===== src/pkg/port_pkg.sv =====
package port_pkg;

   // ****************************************
   // Register map (byte addresses)
   // ****************************************
   localparam logic [7:0] PORT_DATA_OFS = 8'h00;
   localparam logic [7:0] PORT_DIR_OFS = 8'h04;
   localparam logic [7:0] ANALOG_CFG_OFS = 8'h08;
   localparam logic [7:0] CHAN_SEL_OFS = 8'h0C;
   localparam logic [7:0] CLOCK_MODE_OFS = 8'h10;
   localparam logic [7:0] BIT_OP_OFS = 8'h14;
   localparam logic [7:0] STATUS_OFS = 8'h18;

   // ****************************************
   // Reset values
   // ****************************************
   localparam logic [7:0] DIR_RST = 8'hFF;
   localparam logic [7:0] LATCH_RST = 8'h00;
   localparam logic [7:0] ANALOG_RST = 8'hFF;
   localparam logic [2:0] CHAN_RST = 3'h0;
   localparam logic [1:0] CLOCK_MODE_RST = 2'h0;

   // ****************************************
   // Field positions
   // ****************************************
   localparam int BIT_OP_IDX_LSB = 0;
   localparam int BIT_OP_VAL_POS = 3;
   localparam int CLK_MAIN_POS = 0;
   localparam int CLK_SUB_POS = 1;

   // ****************************************
   // Types
   // ****************************************
   typedef enum logic [1:0] {
      rmw_idle = 2'b00,
      rmw_read = 2'b01,
      rmw_write = 2'b11
   } rmw_state_t;

   typedef struct packed {
      logic [7:0] out;
      logic [7:0] oe;
   } pin_drive_t;

endpackage


===== src/rtl/port_pin_function_control.sv =====
`timescale 1ns/1ps
module port_pin_function_control #(
   parameter int WIDTH = 8,
   parameter bit DEBUG_PRESENT = 1'b1
) (
   // Clock and reset
   input wire logic hclk,
   input wire logic hresetn,
   // AHB-Lite slave
   input wire logic hsel,
   input wire logic [31:0] haddr,
   input wire logic [1:0] htrans,
   input wire logic hwrite,
   input wire logic [2:0] hsize,
   input wire logic [31:0] hwdata,
   input wire logic hready,
   output logic [31:0] hrdata,
   output logic hreadyout,
   output logic hresp,
   // Port pins
   input wire logic [WIDTH-1:0] pin_in,
   output port_pkg::pin_drive_t pin_drive,
   // Analog side
   output logic [WIDTH-1:0] analog_input_pin,
   output logic [2:0] converter_channel_select,
   output logic convert_enable,
   // Clock and debug side
   output logic main_osc_enable,
   output logic sub_osc_enable,
   input wire logic debug_active,
   output logic [3:0] debug_mode_pin
);

   // ****************************************
   // State
   // ****************************************
   logic [WIDTH-1:0] dir_r, dir_nxt;
   logic [WIDTH-1:0] latch_r, latch_nxt;
   logic [WIDTH-1:0] analog_r, analog_nxt;
   logic [2:0] chan_r, chan_nxt;
   logic [1:0] clkmode_r, clkmode_nxt;
   logic [WIDTH-1:0] sync1_r, sync2_r;
   logic [7:0] waddr_r, waddr_nxt;
   logic wpend_r, wpend_nxt;
   logic [31:0] rdata_r, rdata_nxt;
   logic [31:0] read_word;
   port_pkg::rmw_state_t rmw_r, rmw_nxt;
   logic [WIDTH-1:0] rmw_byte_r, rmw_byte_nxt;
   logic [3:0] rmw_op_r, rmw_op_nxt;
   logic [WIDTH-1:0] port_view;
   logic [WIDTH-1:0] conflict;
   logic accept;

   // ****************************************
   // Pin read path
   // ****************************************
   always_ff @(posedge hclk or negedge hresetn) begin
      if (!hresetn) begin
         sync1_r <= '0;
         sync2_r <= '0;
      end else begin
         sync1_r <= pin_in;
         sync2_r <= sync1_r;
      end
   end

   // Input bits show the pin, output bits show the latch.
   assign port_view = (dir_r & sync2_r) | (~dir_r & latch_r);

   // Analog selection with output mode is prohibited; the driver is kept off and flagged.
   assign conflict = analog_r & ~dir_r;

   // ****************************************
   // Pin drive
   // ****************************************
   always_comb begin
      pin_drive.out = latch_r;
      pin_drive.oe = ~dir_r & ~analog_r;
      // Oscillator pins are handed to the clock block regardless of port setup.
      if (clkmode_r[port_pkg::CLK_MAIN_POS]) begin
         pin_drive.oe[WIDTH-1 -: 2] = 2'b00;
      end
      if (clkmode_r[port_pkg::CLK_SUB_POS]) begin
         pin_drive.oe[WIDTH-3 -: 2] = 2'b00;
      end
   end

   assign analog_input_pin = analog_r & dir_r;
   assign converter_channel_select = chan_r;
   assign convert_enable = analog_r[chan_r] & dir_r[chan_r];
   assign main_osc_enable = clkmode_r[port_pkg::CLK_MAIN_POS];
   assign sub_osc_enable = clkmode_r[port_pkg::CLK_SUB_POS];
   // Debug straps: two main oscillator pins and two low port pins.
   assign debug_mode_pin = (DEBUG_PRESENT && debug_active) ?
      {sync2_r[WIDTH-1], sync2_r[WIDTH-2], sync2_r[2], sync2_r[1]} : 4'h0;

   // ****************************************
   // Bus and register next state
   // ****************************************
   // Requests are taken on hsel, hready and htrans[1] alone; the bit operation state does not gate them.
   assign accept = hsel && hready && htrans[1];
   // A stall with no data phase open only holds off the next address phase.
   assign hreadyout = (rmw_r == port_pkg::rmw_idle);
   assign hresp = 1'b0;
   assign hrdata = rdata_r;

   // ****************************************
   // Read data
   // ****************************************
   // The word is captured as the address is taken, so it stands for the whole data phase.
   // A read right behind a write to the same register still returns the old value.
   always_comb begin
      unique case (haddr[7:0])
         port_pkg::PORT_DATA_OFS: read_word = 32'(port_view);
         port_pkg::PORT_DIR_OFS: read_word = 32'(dir_r);
         port_pkg::ANALOG_CFG_OFS: read_word = 32'(analog_r);
         port_pkg::CHAN_SEL_OFS: read_word = 32'(chan_r);
         port_pkg::CLOCK_MODE_OFS: read_word = 32'(clkmode_r);
         port_pkg::STATUS_OFS: read_word = 32'(conflict);
         default: read_word = 32'h0000_0000;
      endcase
   end

   always_comb begin
      dir_nxt = dir_r;
      latch_nxt = latch_r;
      analog_nxt = analog_r;
      chan_nxt = chan_r;
      clkmode_nxt = clkmode_r;
      waddr_nxt = waddr_r;
      wpend_nxt = 1'b0;
      rdata_nxt = rdata_r;
      rmw_nxt = rmw_r;
      rmw_byte_nxt = rmw_byte_r;
      rmw_op_nxt = rmw_op_r;
      if (accept) begin
         wpend_nxt = hwrite;
         waddr_nxt = haddr[7:0];
      end
      if (accept && !hwrite) begin
         rdata_nxt = read_word;
      end
      // Write data arrives in the data phase, one cycle after its address was taken.
      if (wpend_r) begin
         unique case (waddr_r)
            port_pkg::PORT_DATA_OFS: latch_nxt = hwdata[WIDTH-1:0];
            port_pkg::PORT_DIR_OFS: dir_nxt = hwdata[WIDTH-1:0];
            port_pkg::ANALOG_CFG_OFS: analog_nxt = hwdata[WIDTH-1:0];
            port_pkg::CHAN_SEL_OFS: chan_nxt = hwdata[2:0];
            port_pkg::CLOCK_MODE_OFS: clkmode_nxt = hwdata[1:0];
            port_pkg::BIT_OP_OFS: begin
               rmw_op_nxt = hwdata[3:0];
               rmw_nxt = port_pkg::rmw_read;
            end
            default: begin
            end
         endcase
      end
      // Bit operation stalls the bus for its read and write-back cycles.
      unique case (rmw_r)
         port_pkg::rmw_idle: begin
         end
         port_pkg::rmw_read: begin
            // Input bits copy their synchronised pin levels into the byte, as a byte read would.
            rmw_byte_nxt = port_view;
            rmw_nxt = port_pkg::rmw_write;
         end
         port_pkg::rmw_write: begin
            latch_nxt = rmw_byte_r;
            latch_nxt[rmw_op_r[2:0]] = rmw_op_r[port_pkg::BIT_OP_VAL_POS];
            rmw_nxt = port_pkg::rmw_idle;
         end
         default: rmw_nxt = port_pkg::rmw_idle;
      endcase
   end

   // ****************************************
   // Register update
   // ****************************************
   always_ff @(posedge hclk or negedge hresetn) begin
      if (!hresetn) begin
         dir_r <= port_pkg::DIR_RST;
         latch_r <= port_pkg::LATCH_RST;
         analog_r <= port_pkg::ANALOG_RST;
         chan_r <= port_pkg::CHAN_RST;
         clkmode_r <= port_pkg::CLOCK_MODE_RST;
         waddr_r <= 8'h00;
         wpend_r <= 1'b0;
         rdata_r <= 32'h0000_0000;
         rmw_r <= port_pkg::rmw_idle;
         rmw_byte_r <= '0;
         rmw_op_r <= 4'h0;
      end else begin
         dir_r <= dir_nxt;
         latch_r <= latch_nxt;
         analog_r <= analog_nxt;
         chan_r <= chan_nxt;
         clkmode_r <= clkmode_nxt;
         waddr_r <= waddr_nxt;
         wpend_r <= wpend_nxt;
         rdata_r <= rdata_nxt;
         rmw_r <= rmw_nxt;
         rmw_byte_r <= rmw_byte_nxt;
         rmw_op_r <= rmw_op_nxt;
      end
   end

endmodule


===== config.mk =====
export PLATFORM = sky130hd
export DESIGN_NAME = port_pin_function_control
export DESIGN_NICKNAME = d
export VERILOG_FILES = /design/src/pkg/port_pkg.sv /design/src/rtl/port_pin_function_control.sv
export SDC_FILE = /design/constraint.sdc
export NUM_CORES = 1
export LEC_CHECK = 0
export BUFFER_PORTS_ARGS = -buffer_cell sky130_fd_sc_hd__buf_2
export CORE_MARGIN = 2
export CORE_UTILIZATION = 40
export DETAILED_ROUTE_END_ITERATION = 10
export PLACE_DENSITY = 0.72
export SLEW_MARGIN = 20
export SYNTH_ARGS = -nofsm -noshare
export SYNTH_HDL_FRONTEND = slang
export SYNTH_SLANG_ARGS = --single-unit

===== constraint.sdc =====
create_clock -name hclk -period 1.65 [get_ports hclk]
set_input_delay 0.0825 -clock hclk [delete_from_list [all_inputs] [get_ports hclk]]
set_output_delay 0.0825 -clock hclk [all_outputs]
set_load 0.03 [all_outputs]

Yosys cells after proc, flatten, opt, wreduce, memory -nomap -nowiden. Cells that the tools add are included.

Flip-flop bits (word level): 100. Input bits: 83.

Order comparisons: 3. Equality and inequality tests: 14. Mux-type cells: 18. Bitwise logic cells: 9. Reduce and logical (&&, ||, !) cells: 17.

Operator list (count): case mux 8 bit (6 select lines) (1); bitwise AND 8 bit (5); == test 8 x 4 -> 1 bit (second input constant) (4); == test 8 x 5 -> 1 bit (second input constant) (4); 2-to-1 mux 8 bit (3); == test 8 x 3 -> 1 bit (second input constant) (2); logical NOT 8 bit (2); inverter 8 bit (2); AND reduction 2 bit (7); bitwise mux 8 bit (1); less-than comparator 3 x 4 -> 1 bit (second input constant) (2); 2-to-1 mux 2 bit (4); bitwise OR 8 bit (1); binary-select mux 1 bit (select 3 bit) (2); logical AND 1 bit (4); 2-to-1 mux 1 bit (4); 2-to-1 mux 4 bit (1); != test 2 x 1 -> 1 bit (second input constant) (2); case mux 2 bit (2 select lines) (1); nonzero test 2 bit (2); demux 1 bit (select 3 bit) (1); greater-or-equal comparator 3 x 1 -> 1 bit (second input constant) (1); == test 2 x 1 -> 1 bit (second input constant) (1); == test 2 bit (second input constant) (1); 3 further kinds (3).

Depth between registers and ports, before layout.
Depth after elaboration: 6. Gate-level depth with buffers: 7.

Worst setup path after synthesis. Ideal clock, no wire load.

Path type: reg2reg. From: register waddr_r[1]. To: register latch_r[1]. Setup time: 0.125 ns. Arrival: 1.539 ns. Data required time: 1.525 ns. Setup slack: -0.014 ns. Stages on the path, launching flop included: 5. Cells stage by stage: dfrtp_1 > nor4b_2 > nand2b_1 > o21ai_2 > mux2_2.

Word-level cells in the longest chain between the ends: 3.

RTL lines: from (decl) (RTL line port_pin_function_control.sv:43) `logic [7:0] waddr_r, waddr_nxt;`; from (signal assigned) (RTL line port_pin_function_control.sv:199) `waddr_r <= waddr_nxt;`; logical NOT 8 bit (RTL line port_pin_function_control.sv:145) `unique case (waddr_r)`; nonzero test 2 bit (no line); AND reduction 2 bit (no line); to (signal assigned) (RTL line port_pin_function_control.sv:183) `latch_r <= port_pkg::LATCH_RST;`; to (signal assigned) (RTL line port_pin_function_control.sv:195) `latch_r <= latch_nxt;`; to (decl) (RTL line port_pin_function_control.sv:38) `logic [WIDTH-1:0] latch_r, latch_nxt;`.

No other way between the ends. A chain may end at the register's enable or synchronous reset.

Worst setup path in the final report.
From: register analog_r[0]. To: output port convert_enable.

Word-level cells in the longest chain between the ends: 3.

RTL lines: from (decl) (RTL line port_pin_function_control.sv:39) `logic [WIDTH-1:0] analog_r, analog_nxt;`; from (signal assigned) (RTL line port_pin_function_control.sv:184) `analog_r <= port_pkg::ANALOG_RST;`; from (signal assigned) (RTL line port_pin_function_control.sv:196) `analog_r <= analog_nxt;`; binary-select mux 1 bit (select 3 bit) (RTL line port_pin_function_control.sv:90) `assign convert_enable = analog_r[chan_r] & dir_r[chan_r];`; 2-to-1 mux 1 bit (implied by the code) (RTL line port_pin_function_control.sv:90); bitwise AND 1 bit (RTL line port_pin_function_control.sv:90); to (decl) (RTL line port_pin_function_control.sv:26) `output logic convert_enable,`.

No other way between the ends. The select of a mux whose other input is x is not followed.

==> qor.txt <==
Final setup margin: -0.1925 ns
Async set-reset flop share out of synthesis: 100.0%
Top cells by area, synth: dfrtp_1 (41%), mux2_1 (12%), dfstp_2 (11%)
Most frequent cell after synthesis: dfrtp_1
Critical R2R Launch: waddr_r[0]
Predominant post-synthesis flop cell: dfrtp_1
Initial antenna violation count: 0
Synth top area share: 40.51%
WP data arrival: 1.76 ns
Clock skew: 0.01136 ns
Yosys warning count: 0
Average wire per standard cell: 16.63 um
# fillers: 807
Crit start category: register
Root Buffer: clkbuf_8
Number of diodes: 0
Final Hold Vio Count: 0
Flops & latches, synth: 76
First-pass GRT wire length: 14.69 mm
Vias per cell: 5.119
Reg area: 1922 sq um
Core footprint: 9109 sq um
RSZ-0062 raised after global routing: true
Worst Path Buf+Inv: 1
RD Place Congestion: 0.9138
Die footprint: 10050 sq um
Failing checks: negative setup slack
Starting density of the core: 40.69%
Flop2flop setup slack: -0.02 ns
Peak supply drop: 369.6 uV
TritonCTS Sinks: 76
Final wirelength: 9.379 mm
Dpl hpwl: 6.688 mm
DP Area: 4302 sq um
Synth cell types: 47
Area grow syn2layout: 32.14%
Post-synthesis sequential area ratio: 51.86%
Total power: 0.004267 W
Total GRT Usage: 19.34%
Row count: 35
Multi-input logic area: 1733 sq um
Vias after detailed routing: 2887
Boundary Pins: 151
Number of global-route vias before repair: 2872
Endpoint class of the critical path: primary output
F_max: 542.7 MHz
Die width: 100.3 um
Layout cells sized above 1: 41.28%
Chip height: 100.3 um
H-tree levels: 3
NumNets Final: 531
Final Critical Period: 1.842 ns
DRC Markers: 0
Critical-path maximum fanout: 2
Cell family with most CP delay: multiplexers
Clock latency on the worst-skew pair: 0.35 ns
Status: complete, but fails checks
Worst-case clock buffer depth: 2
CP Depth: 4
Fin area: 4897 sq um
MaxCap Viol Count: 0
Post-synth top cells: dfrtp_1 (60), mux2_1 (40), nand2_1 (30), buf_4 (26)
P_leak: 2.310 nW
Largest net degree at the start of global routing: 44
Slew Limit Fails: 0
Worst EP required: 1.57 ns
CP endpoint: convert_enable
Kind of critical path: register to primary output
Cell Area, Synth: 3706 sq um
Setup violators final: 9
Pwr Density: 871.4 nW/um^2
Post-synth EDFFs: 0
Hold Crit Class: input port to register
1st-iter DRT viols: 151
Number of buffers created by CTS: 9
CP peak stage delay: 0.45 ns
Slowest CP cell: mux4_2
Area leader, netlist: dfrtp_1
Fraction of the cycle the final worst path needs: 111.7%
Place WS: -0.03544 ns
Drt first pass iters: 4
Gr ovfl total: 0
Cells along the critical path: and2_4 > mux4_2 > mux2_4 > buf_6
Antenna-violating nets left: 0
R2R depth: 5
Reg-to-Reg End: latch_r[0]
Cells after Synth: 322
Syn Area/Cell: 11.51 sq um
CTS tree: done
Port bufs: 73
Critical path launch point: analog_r[0]
Worst-path clk slew: 0.08 ns
-- repair_timing --
| item | CTS | global route |
|---|---|---|
| pin swaps | 4 | 8 |
| hold buffers | 19 | 0 |
| endpoints found under the hold margin | 53 | 0 |
| buffers inserted | 7 | 4 |
| endpoints found under the setup margin | 11 | 29 |
| gates resized for setup | 21 | 20 |
-- worst register-to-register path, delay by kind of cell (launching register included) --
kind                   cells  cell delay [ns]
AND/OR/NAND/NOR            2             0.48
buffers and inverters      1             0.17
multiplexers               1             0.31
flip-flops                 1             0.42
AO/OA/AOI/OAI              1             0.18
-- stage by stage --
step / hold WS (ns) / cells / TNS (ns) / utilization, %
global route: 0.01390 / 564 / -1.688 / 53.76
detailed placement: 0.05879 / 519 / -0.1879 / 47.23
CTS: 0.0003463 / 561 / -0.5588 / 52.65
floorplan: -0.2131 / 346 / 0 / -
global placement: 0.05343 / 519 / 0 / 47.23
finish: 0.01191 / 564 / -0.3221 / 53.76
-- cell usage in the layout, fill, tap and decap left out, types with 5 or more instances in the layout --
cell type | Yosys | routed
clkbuf_8 | 0 | 12
and2_1 | 12 | 5
a21oi_1 | 7 | 7
nand2_1 | 30 | 29
buf_4 | 26 | 34
nor2_1 | 9 | 9
dfstp_2 | 16 | 16
conb_1 | 1 | 25
o21ai_1 | 9 | 9
o21ai_0 | 15 | 15
dlygate4sd3_1 | 0 | 18
mux2i_1 | 16 | 16
nand3b_1 | 5 | 5
buf_2 | 1 | 70
mux2_1 | 40 | 26
mux2_4 | 0 | 18
and2_4 | 0 | 7
nor3_1 | 11 | 10
a22oi_1 | 7 | 7
dfrtp_1 | 60 | 60
-- worst min-delay path by stage --
stage                   start           end  cells after the start
floorplan             hresetn  clkmode_r[0]                      0
global placement      hresetn    sync1_r[4]                      1
detailed placement    hresetn    sync1_r[4]                      1
CTS                 hwdata[7]   analog_r[7]                      2
global route        hwdata[7]   analog_r[7]                      2
finish              hwdata[7]   analog_r[7]                      2
-- layer usage --
| layer | track usage (%) | up-vias | wire, um |
|---|---|---|---|
| met1 | 25.29 | 1414 | 3999 |
| met2 | 31.18 | 108 | 4641 |
| met4 | 8.114 | 0 | 191 |
| li1 | - | 1348 | - |
| met5 | 0 | - | 0 |
| met3 | 4.248 | 17 | 547 |
-- flip-flops by register name, summed over array words and instances, names as in the netlist, 2 cells and up --
register / flops
latch_r: 8
rmw_byte_r: 8
converter_channel_select: 3
sync2_r: 8
rmw_op_r: 4
sync1_r: 8
dir_r: 8
clkmode_r: 2
hrdata: 8
waddr_r: 8
rmw_r: 2
analog_r: 8
-- area by class of cell --
type / count / share of cell area [%]
clock buffer: 13 / 3.449
sequential: 76 / 39.24
timing repair buffer: 129 / 18.22
tap: 111 / 2.836
multi-input combinational: 226 / 35.39
inverter: 6 / 0.4599
clock inverter: 3 / 0.4088
-- power by group --
| group | internal [W] | switching [W] | leakage [nW] | total [W] |
|---|---|---|---|---|
| Sequential | 0.00202 | 0.000117 | 0.927 | 0.00214 |
| Combinational | 0.000324 | 0.000470 | 1.29 | 0.000794 |
| Clock | 0.000668 | 0.000668 | 0.0917 | 0.00134 |
-- logic make-up after synthesis --
| family | after synthesis | share of synthesized area [%] |
|---|---|---|
| compound gates | 46 | 7.326 |
| buf+inv | 44 | 7.326 |
| flops | 76 | 51.86 |
| mux | 63 | 19.21 |
| other cells | 1 | 0.1012 |
| simple gates | 92 | 14.18 |
Note: power is estimated with default switching activity, not from simulation.
